==> config.mk <==
export PLATFORM = sky130hd
export DESIGN_NAME = param_write_formatter
export DESIGN_NICKNAME = d
export VERILOG_FILES = /design/src/verilog/param_write_pkg.sv /design/src/verilog/param_write_formatter.sv
export VERILOG_INCLUDE_DIRS = /design/src /design/src/verilog
export SDC_FILE = /design/constraint.sdc
export NUM_CORES = 1
export LEC_CHECK = 0
export ABC_AREA = 1
export BUFFER_PORTS_ARGS = -buffer_cell sky130_fd_sc_hd__buf_4
export CAP_MARGIN = 20
export CORE_MARGIN = 4
export CORE_UTILIZATION = 64
export DETAILED_ROUTE_END_ITERATION = 6
export PLACE_DENSITY = 0.85
export SETUP_SLACK_MARGIN = 0.15
export SLEW_MARGIN = 25
export SYNTH_ARGS = -nofsm -noshare
export SYNTH_HDL_FRONTEND = slang
export SYNTH_SLANG_ARGS = --single-unit
export TNS_END_PERCENT = 30
==> constraint.sdc <==
create_clock -name clk_in -period 5.2 [get_ports clk_in]
set_clock_uncertainty 0.05 [all_clocks]
set_input_delay 0 -clock clk_in [delete_from_list [all_inputs] [get_ports clk_in]]
set_output_delay 0 -clock clk_in [all_outputs]
set_load 0.02 [all_outputs]
==> src/verilog/param_write_params.svh <==
`ifndef PARAM_WRITE_PARAMS_SVH
`define PARAM_WRITE_PARAMS_SVH

// Own register map, word index on the software port
`define REG_CTRL 4'h0
`define REG_COUNT 4'h1
`define REG_UNIT 4'h2
`define REG_PARAM0 4'h3
`define REG_PARAM1 4'h4
`define REG_PARAM2 4'h5
`define REG_STATUS 4'h6
`define REG_MASK 4'h7
`define REG_ERROR 4'h8

// Control word fields
`define CTRL_SEQ_MSB 11
`define CTRL_HEAT_COOL_BIT 12
`define CTRL_GO_BIT 15

// Status and mask bit positions
`define ST_DONE_BIT 0
`define ST_ERROR_BIT 1
`define ST_BUSY_BIT 2

// Error cause bit positions
`define ERR_SEQ_BIT 0
`define ERR_COUNT_BIT 1
`define ERR_BCD_BIT 2
`define ERR_RANGE_BIT 3

// Reset values
`define RST_WORD 16'h0000
`define RST_SEQ 12'h053
`define RST_COUNT 16'h0003

// Sequence numbers, three BCD digits
`define SEQ_COOL_COEF 12'h053
`define SEQ_DEAD_BAND 12'h054
`define SEQ_MAN_RESET 12'h055
`define SEQ_HYSTERESIS 12'h056
`define SEQ_CTRL_PERIOD 12'h057
`define SEQ_RAMP 12'h058
`define SEQ_LOOP_BREAK 12'h059
`define SEQ_MV_STOP_ERR 12'h060
`define SEQ_MV_LIMITS 12'h061
`define SEQ_DIG_FILTER 12'h062
`define SEQ_ALARM_HYST 12'h063

// Fixed word counts, four BCD digits
`define COUNT_ONE_PARAM 16'h0003
`define COUNT_TWO_PARAM 16'h0004
`define COUNT_THREE_PARAM 16'h0005

// Field limits, BCD coded so binary compare holds
`define LIM_MIN_ONE 16'h0001
`define LIM_MAX_ALL 16'h9999
`define LIM_MAX_1000 16'h1000
`define LIM_MAX_0099 16'h0099
`define LIM_MAX_1050 16'h1050
`define LIM_RAMP_HOURS 16'h0001
`define LIM_UNIT_MAX 8'h31

`endif

==> src/verilog/param_write_pkg.sv <==
package param_write_pkg;

  // Formatter sequencing states
  typedef enum logic [1:0] {
    ST_IDLE = 2'b00,
    ST_CHECK = 2'b01,
    ST_SEND = 2'b10
  } fmt_state_t;

  // Word position within an outgoing block
  typedef logic [2:0] word_pos_t;

endpackage : param_write_pkg
==> src/verilog/param_write_formatter.sv <==
`timescale 1ns/1ps
`include "param_write_params.svh"
module param_write_formatter #(
  parameter int WORD_W = 16
) (
  input wire logic clk_in,
  input wire logic rst_in,
  input wire logic [3:0] addr_in,
  input wire logic [WORD_W-1:0] wr_data_in,
  input wire logic wr_in,
  input wire logic rd_in,
  output logic [WORD_W-1:0] rd_data_out,
  output logic irq_out,
  input wire logic blk_ready_in,
  output logic blk_valid_out,
  output logic [WORD_W-1:0] blk_word_out,
  output param_write_pkg::word_pos_t blk_pos_out,
  output logic blk_last_out,
  output logic [11:0] blk_seq_out
);

  // Every check below looks at the latched block only; nothing is judged
  // while software is still filling the registers, so a half-written block
  // can never slip through.
  // Four BCD digits, each 0 to 9
  function automatic logic is_bcd4(input logic [15:0] w);
    is_bcd4 = (w[3:0] <= 4'h9) && (w[7:4] <= 4'h9) &&
              (w[11:8] <= 4'h9) && (w[15:12] <= 4'h9);
  endfunction : is_bcd4

  // Inclusive range test; valid BCD orders like binary
  function automatic logic in_range(input logic [15:0] w, input logic [15:0] lo,
                                    input logic [15:0] hi);
    in_range = (w >= lo) && (w <= hi);
  endfunction : in_range

  // Fixed word count of each supported sequence, zero when unsupported;
  // zero is a safe marker, since no block may legally be empty
  function automatic logic [15:0] seq_count(input logic [11:0] s);
    case (s)
      `SEQ_COOL_COEF, `SEQ_DEAD_BAND, `SEQ_MAN_RESET, `SEQ_LOOP_BREAK,
      `SEQ_DIG_FILTER: seq_count = `COUNT_ONE_PARAM;
      `SEQ_HYSTERESIS, `SEQ_CTRL_PERIOD, `SEQ_RAMP, `SEQ_MV_STOP_ERR,
      `SEQ_ALARM_HYST: seq_count = `COUNT_TWO_PARAM;
      `SEQ_MV_LIMITS: seq_count = `COUNT_THREE_PARAM;
      default: seq_count = `RST_WORD;
    endcase
  endfunction : seq_count

  // Software-visible settings
  // Sequence, option, count, unit and parameters are frozen while busy, so a check and its send see one block
  logic [11:0] seq; // Sequence number to issue
  logic heat_cool; // Heating/cooling control option for limits
  logic [15:0] count; // Word count supplied by software
  logic [7:0] unit; // Target unit number, low byte only
  logic [15:0] param [3]; // Parameter words +2 to +4
  logic [2:0] status; // Sticky done and error, live busy
  logic [2:0] mask; // Interrupt enables, same layout as status
  logic [3:0] err_cause; // Reason the last check failed, zero if it passed

  // Sequencer state
  // Position walks 0 to last_pos; three bits cover the longest block of five
  param_write_pkg::fmt_state_t state;
  param_write_pkg::fmt_state_t next_state;
  param_write_pkg::word_pos_t pos; // Word being offered to the device
  logic [2:0] last_pos; // Final word position of this block

  // Register port decode
  // Decodes are plain wires so the clocked blocks stay short
  wire wr_ctrl = wr_in && (addr_in == `REG_CTRL);
  wire wr_count = wr_in && (addr_in == `REG_COUNT);
  wire wr_unit = wr_in && (addr_in == `REG_UNIT);
  wire wr_status = wr_in && (addr_in == `REG_STATUS);
  wire wr_mask = wr_in && (addr_in == `REG_MASK);
  wire go = wr_ctrl && wr_data_in[`CTRL_GO_BIT];
  wire busy = (state != param_write_pkg::ST_IDLE);

  // Field checks on the latched block
  wire [15:0] p0 = param[0];
  wire [15:0] p1 = param[1];
  wire [15:0] p2 = param[2];
  wire [15:0] want_count = seq_count(seq);
  wire seq_ok = (want_count != `RST_WORD);
  // Count must match the fixed figure of the sequence
  wire count_ok = seq_ok && (count == want_count);
  wire two_used = (want_count != `COUNT_ONE_PARAM);
  wire three_used = (want_count == `COUNT_THREE_PARAM);
  // Unit is two BCD digits 00 to 31; unused upper byte plays no part
  wire unit_ok = (unit[3:0] <= 4'h9) && (unit <= `LIM_UNIT_MAX);
  wire bcd_ok = is_bcd4(count) && is_bcd4(p0) && (!two_used || is_bcd4(p1)) &&
                (!three_used || is_bcd4(p2));

  // One-parameter sequences
  wire ok_053 = in_range(p0, `LIM_MIN_ONE, `LIM_MAX_ALL);
  wire ok_054 = in_range(p0, `RST_WORD, `LIM_MAX_ALL);
  wire ok_055 = in_range(p0, `RST_WORD, `LIM_MAX_1000);
  wire ok_059 = in_range(p0, `RST_WORD, `LIM_MAX_ALL);
  wire ok_062 = in_range(p0, `RST_WORD, `LIM_MAX_ALL);
  // Two-parameter sequences
  wire ok_056 = in_range(p0, `LIM_MIN_ONE, `LIM_MAX_ALL) &&
                in_range(p1, `LIM_MIN_ONE, `LIM_MAX_ALL);
  wire ok_057 = in_range(p0, `LIM_MIN_ONE, `LIM_MAX_0099) &&
                in_range(p1, `LIM_MIN_ONE, `LIM_MAX_0099);
  wire ok_058 = in_range(p0, `RST_WORD, `LIM_RAMP_HOURS) &&
                in_range(p1, `RST_WORD, `LIM_MAX_ALL);
  wire ok_060 = in_range(p0, `RST_WORD, `LIM_MAX_1050) &&
                in_range(p1, `RST_WORD, `LIM_MAX_1050);
  wire ok_063 = in_range(p0, `LIM_MIN_ONE, `LIM_MAX_ALL) &&
                in_range(p1, `LIM_MIN_ONE, `LIM_MAX_ALL);
  // Limits: in heating/cooling mode the order test is dropped
  wire lim_order = heat_cool || (p1 < p0);
  wire ok_061 = in_range(p0, `RST_WORD, `LIM_MAX_1050) &&
                in_range(p1, `RST_WORD, `LIM_MAX_1050) && lim_order &&
                in_range(p2, `RST_WORD, `LIM_MAX_1000);

  // Range result of the selected sequence
  logic range_ok;
  always_comb begin
    case (seq)
      `SEQ_COOL_COEF: range_ok = ok_053;
      `SEQ_DEAD_BAND: range_ok = ok_054;
      `SEQ_MAN_RESET: range_ok = ok_055;
      `SEQ_HYSTERESIS: range_ok = ok_056;
      `SEQ_CTRL_PERIOD: range_ok = ok_057;
      `SEQ_RAMP: range_ok = ok_058;
      `SEQ_LOOP_BREAK: range_ok = ok_059;
      `SEQ_MV_STOP_ERR: range_ok = ok_060;
      `SEQ_MV_LIMITS: range_ok = ok_061;
      `SEQ_DIG_FILTER: range_ok = ok_062;
      `SEQ_ALARM_HYST: range_ok = ok_063;
      default: range_ok = 1'b0;
    endcase
  end

  // Cause bits: [0] unknown sequence, [1] count, [2] digit or unit, [3] range;
  // an unknown sequence also fails range, as it has no legal values at all
  // Range is judged only on words that really are BCD
  wire block_ok = seq_ok && count_ok && unit_ok && bcd_ok && range_ok;
  wire [3:0] next_err_cause = {bcd_ok && !range_ok, !bcd_ok || !unit_ok,
                               !count_ok, !seq_ok};

  // Word for the current position: count, unit word, parameters
  // Positions past the block's end are never offered, so the default is safe
  wire [15:0] unit_word = {8'h00, unit};
  logic [15:0] next_word;
  always_comb begin
    case (pos)
      3'd0: next_word = count;
      3'd1: next_word = unit_word;
      3'd2: next_word = p0;
      3'd3: next_word = p1;
      default: next_word = p2;
    endcase
  end

  // Handshake on the device side
  // The far side may hold ready low for any time; the offer simply waits
  wire word_taken = blk_valid_out && blk_ready_in;
  wire block_sent = word_taken && blk_last_out;
  wire check_fail = (state == param_write_pkg::ST_CHECK) && !block_ok;

  // Next state of the formatter
  always_comb begin
    next_state = state;
    unique case (state)
      param_write_pkg::ST_IDLE: begin
        if (go) begin
          next_state = param_write_pkg::ST_CHECK;
        end
      end
      param_write_pkg::ST_CHECK: begin
        // A refused block never reaches the link
        if (block_ok) begin
          next_state = param_write_pkg::ST_SEND;
        end else begin
          next_state = param_write_pkg::ST_IDLE;
        end
      end
      param_write_pkg::ST_SEND: begin
        // No receive words follow, so the last send ends the job
        if (block_sent) begin
          next_state = param_write_pkg::ST_IDLE;
        end
      end
      default: next_state = param_write_pkg::ST_IDLE;
    endcase
  end

  // State register
  // Synchronous reset; an illegal code falls back to idle via the default
  always_ff @(posedge clk_in) begin
    if (rst_in) begin
      state <= param_write_pkg::ST_IDLE;
    end else begin
      state <= next_state;
    end
  end

  // Control word; settings frozen while a block is in flight
  always_ff @(posedge clk_in) begin
    if (rst_in) begin
      seq <= `RST_SEQ;
      heat_cool <= 1'b0;
    end else if (wr_ctrl && !busy) begin
      seq <= wr_data_in[`CTRL_SEQ_MSB:0];
      heat_cool <= wr_data_in[`CTRL_HEAT_COOL_BIT];
    end
  end

  // Count and unit words
  always_ff @(posedge clk_in) begin
    if (rst_in) begin
      count <= `RST_COUNT;
      unit <= 8'h00;
    end else if (!busy) begin
      if (wr_count) begin
        count <= wr_data_in;
      end
      if (wr_unit) begin
        unit <= wr_data_in[7:0];
      end
    end
  end

  // Parameter words, one register each
  // The loop index fixes both the register and its offset on the port
  genvar gi;
  generate
    for (gi = 0; gi < 3; gi++) begin : g_param
      wire wr_this = wr_in && !busy && (addr_in == (`REG_PARAM0 + 4'(gi)));
      always_ff @(posedge clk_in) begin
        if (rst_in) begin
          param[gi] <= `RST_WORD;
        end else if (wr_this) begin
          param[gi] <= wr_data_in;
        end
      end
    end
  endgenerate

  // Word position and last position within the block
  // Reloaded at every check so a refused block leaves no stale offset
  always_ff @(posedge clk_in) begin
    if (rst_in) begin
      pos <= 3'd0;
      last_pos <= 3'd0;
    end else if (state == param_write_pkg::ST_CHECK) begin
      pos <= 3'd0;
      last_pos <= count[2:0] - 3'd1;
    end else if (word_taken) begin
      pos <= pos + 3'd1;
    end
  end

  // Outgoing word stream; held until the device takes it
  // Trade-off: the idle cycle after each word halves the peak rate, which
  // the slow serial link behind the device never notices
  always_ff @(posedge clk_in) begin
    if (rst_in) begin
      blk_valid_out <= 1'b0;
      blk_word_out <= `RST_WORD;
      blk_pos_out <= 3'd0;
      blk_last_out <= 1'b0;
      blk_seq_out <= `RST_SEQ;
    end else if (state == param_write_pkg::ST_CHECK && block_ok) begin
      blk_valid_out <= 1'b1;
      blk_word_out <= count;
      blk_pos_out <= 3'd0;
      blk_last_out <= 1'b0;
      blk_seq_out <= seq;
    end else if (block_sent) begin
      blk_valid_out <= 1'b0;
      blk_last_out <= 1'b0;
    end else if (state == param_write_pkg::ST_SEND && !blk_valid_out) begin
      blk_valid_out <= 1'b1;
      blk_word_out <= next_word;
      blk_pos_out <= pos;
      blk_last_out <= (pos == last_pos);
    end else if (word_taken) begin
      // Gap of one cycle between words keeps position logic simple
      blk_valid_out <= 1'b0;
    end
  end

  // Sticky status: a new event wins over a same-cycle clear
  // Busy mirrors the next state so it reads high from the go edge onwards
  always_ff @(posedge clk_in) begin
    if (rst_in) begin
      status <= 3'b000;
    end else begin
      status[`ST_DONE_BIT] <= block_sent ||
        (status[`ST_DONE_BIT] && !(wr_status && wr_data_in[`ST_DONE_BIT]));
      status[`ST_ERROR_BIT] <= check_fail ||
        (status[`ST_ERROR_BIT] && !(wr_status && wr_data_in[`ST_ERROR_BIT]));
      status[`ST_BUSY_BIT] <= (next_state != param_write_pkg::ST_IDLE);
    end
  end

  // Error cause kept until the next check
  always_ff @(posedge clk_in) begin
    if (rst_in) begin
      err_cause <= 4'h0;
    end else if (state == param_write_pkg::ST_CHECK) begin
      err_cause <= block_ok ? 4'h0 : next_err_cause;
    end
  end

  // Interrupt mask
  // Mask writes stay open while busy; they never touch the block in flight
  always_ff @(posedge clk_in) begin
    if (rst_in) begin
      mask <= 3'b000;
    end else if (wr_mask) begin
      mask <= wr_data_in[2:0];
    end
  end

  // Level interrupt, masked busy bit is not an event
  // One cycle of lag after a status change, since the output is registered
  wire [2:0] next_status_view = {1'b0, status[1:0]};
  always_ff @(posedge clk_in) begin
    if (rst_in) begin
      irq_out <= 1'b0;
    end else begin
      irq_out <= |(next_status_view & mask);
    end
  end

  // Read mux; unmapped offsets answer zero
  // The go bit is write-only and reads back as zero
  logic [15:0] rd_mux;
  always_comb begin
    case (addr_in)
      `REG_CTRL: rd_mux = {3'b000, heat_cool, seq};
      `REG_COUNT: rd_mux = count;
      `REG_UNIT: rd_mux = unit_word;
      `REG_PARAM0: rd_mux = p0;
      `REG_PARAM1: rd_mux = p1;
      `REG_PARAM2: rd_mux = p2;
      `REG_STATUS: rd_mux = {13'h0000, status};
      `REG_MASK: rd_mux = {13'h0000, mask};
      `REG_ERROR: rd_mux = {12'h000, err_cause};
      default: rd_mux = `RST_WORD;
    endcase
  end

  // Read data stands only in the cycle after the strobe
  // Zero outside the answer cycle keeps a shared read bus quiet
  always_ff @(posedge clk_in) begin
    if (rst_in) begin
      rd_data_out <= `RST_WORD;
    end else if (rd_in) begin
      rd_data_out <= rd_mux;
    end else begin
      rd_data_out <= `RST_WORD;
    end
  end

endmodule : param_write_formatter

==> impl_metrics.ini <==
[clock_tree]
root_buffer = clkbuf_16
clk_pin_slew_ns = 0.07
cts_resized = 0
cts_tree = built
clockBufferDepth = 2
htreeDepth = 4
cts_num_sinks = 153
clk_latency_ns = 0.45
cts_made_buffers = 17

[logic_synthesis]
synth_top_area_share = 0.267
syn_nets = 1096
synth_top_area_cell = dfxtp_1
yosysWarningCount = 0
ys_ff_latch = 153
ys_types = 35
netlist_area_um2 = 7880
synthesis.instances = 1049
syn_area_per_cell_um2 = 7.51
seq_area_frac_synth = 0.450
ys_top_cells_by_area = dfxtp_1, edfxtp_1, nand2_1

[timing]
hold_viol = 0
rsz0062_at_grt = no
max_freq_ghz = 0.330
finalCritPeriodShare = 0.582
fin_tns_setup_ns = 0
finalMaxSlewViolations = 0
tightestPinTransition_ns = 1.05
setup_viol = 0
fin_crit_ns = 3.03
relSlewSlack = 0.301

[drt]
first_pass_iters = 7
wire_per_inst_um = 22.3
wl_um = 28900
viasPerCell = 6.49
drc = 0
num_vias = 8424
drt_iter0_drc = 1471
ant_nets = 0

[final_layout]
final_cells = 1298
insertedDiodeCount = 0
syn_to_final_growth_pct = 19.0
drive_above_1_share = 0.120
fin_nets = 1185
final_common_cell = nand2_1
final_cell_mix = nand2_1, nor2_1, inv_1

[placed_design]
placed_cells = 1243
dp_hpwl_um = 20400
place.gp.congestion = 1.05
portBuffers = 74

[run]
drv_cap = 0

[worst_setup_path]
crit_slowest_cell = o21ai_2
max_stage_delay_ns = 0.95
start_kind = input pin
crit_arrival_ns = 3.04
crit_fanout = 16
path_cells = dlygate4sd3_1, buf_4, nor2_1, inv_1, nor2_1, inv_1, o21ai_2
crit_type = input pin to flop
cp-end-kind = flop
cp_data_required_time_ns = 5.21

[global_routing]
antenna_found_initial = 0
grt-ovfl-total = 0
grt_use_total = 0.406
grt_max_degree = 38
grt_pass1_vias = 7938
grt_pass1_wl_um = 44200

[status]
status = completed

[floorplanning]
io_pins = 75
design.core.area_um2 = 12000
start_util = 0.656
die_y_um = 119
rows = 40
die_x_um = 119
die_area_um2 = 14100

[power_and_ir_drop]
leakage_nw = 4.12
power.total_mw = 2.82
peakVddDrop_uv = 340
powerDensity_nw_per_um2 = 301

[worst_hold_path]
hp-class = input pin to flop
cell type report:
| cell class | count | area (um^2) |
|---|---|---|
| clock buffer | 21 | 504 |
| clock inverter | 11 | 116 |
| fill | 854 | 2640 |
| inverter | 147 | 552 |
| multi-input combinational | 715 | 3630 |
| sequential | 153 | 3540 |
| tap | 147 | 184 |
| timing repair buffer | 104 | 838 |
synth_stat cells:
cell and n:
a31oi_1 3, nand4_1 12, a21oi_1 94, o22ai_1 39, inv_2 4, nor4_1 1
nand3b_1 3, ha_1 22, o211ai_1 6, nand2_1 174, nand2_2 5, o221ai_1 2
nor2_4 3, o31ai_1 2, nor2_2 4, nand4_2 1, clkbuf_1 29, a221oi_1 20
nand3_1 70, dfxtp_1 105, a21oi_2 1, a2111oi_0 2, o41ai_1 1, buf_6 3
o211ai_2 2, nand3_2 4, nand3_4 1, inv_1 141, nor2_1 146, edfxtp_1 48
a211oi_1 3, clkinv_1 2, o21ai_0 77, nor3_1 17, buf_1 2
power breakdown:
group          total [mW]  internal, mW  switching (mW)
clock                1.29         0.722           0.565
sequential           1.29          1.26          0.0308
combinational       0.249        0.0766           0.173
total                2.82          2.05           0.768
final timing paths:
check / start / end / slack [ns] / cells past startpoint
setup / recovery: addr_in[3] / param[0][13]$_SDFFCE_PN0P_ / 2.17 / 7
hold / removal: addr_in[1] / mask[2]$_SDFFE_PP0P_ / 0.07 / 5
setup reg to reg: param[0][5]$_SDFFCE_PN0P_ / blk_last_out$_SDFFE_PP0P_ / 2.19 / 16
hold reg to reg: blk_seq_out[6]$_SDFFE_PP1P_ / blk_seq_out[6]$_SDFFE_PP1P_ / 0.41 / 1
timing repair:
| item | 4_1_cts | 5_1_grt |
|---|---|---|
| setup buffers | 0 | 0 |
| setup endpoints to repair | 0 | 0 |
| hold buffers | 23 | 0 |
| endpoints found under the hold margin | 110 | 0 |
critical path: cells and delay by family:
family          cells  cell delay (ns)
compound gates      1             0.95
simple gates        2             0.80
buf+inv             4             1.27
state kept, by name (all words and copies together), names as in the netlist:
register       count
last_pos           3
blk_last_out       1
irq_out            1
err_cause          4
state              2
status             3
param             48
count             16
blk_pos_out        3
unit               8
blk_valid_out      1
blk_word_out      16
blk_seq_out       12
mask               3
rd_data_out       16
seq               12
heat_cool          1
pos                3
routing by layer:
| metal | track usage | routed length [um] | up-vias |
|---|---|---|---|
| met5 | 0 | 0 | - |
| met3 | 0.153 | 4690 | 136 |
| met1 | 0.537 | 10600 | 3783 |
| met2 | 0.602 | 12500 | 778 |
| li1 | - | - | 3727 |
| met4 | 0.159 | 1130 | 0 |
per-stage QoR:
stage	hold slack [ns]	setup WS [ns]	util	cell area, um^2
after floorplan	0.0764	2.78	-	7880
after global placement	0.185	2.32	0.709	8520
after detailed placement	0.183	2.33	0.709	8520
after CTS	0.0298	2.31	0.780	9370
after global routing	0.0837	1.96	0.780	9370
final	0.0727	2.17	0.780	9370
kinds of logic (layout without fill, tap and decap cells):
logic type,count (synthesis),in the layout,share of synthesized area
flip-flops,153,153,0.450
AO/OA/AOI/OAI,252,252,0.185
AND/OR/NAND/NOR,441,441,0.241
adder cells (fa/ha/maj),22,22,0.0350
buffers and inverters,181,283,0.0891
No activity file was read; power rests on OpenSTA's default activity.
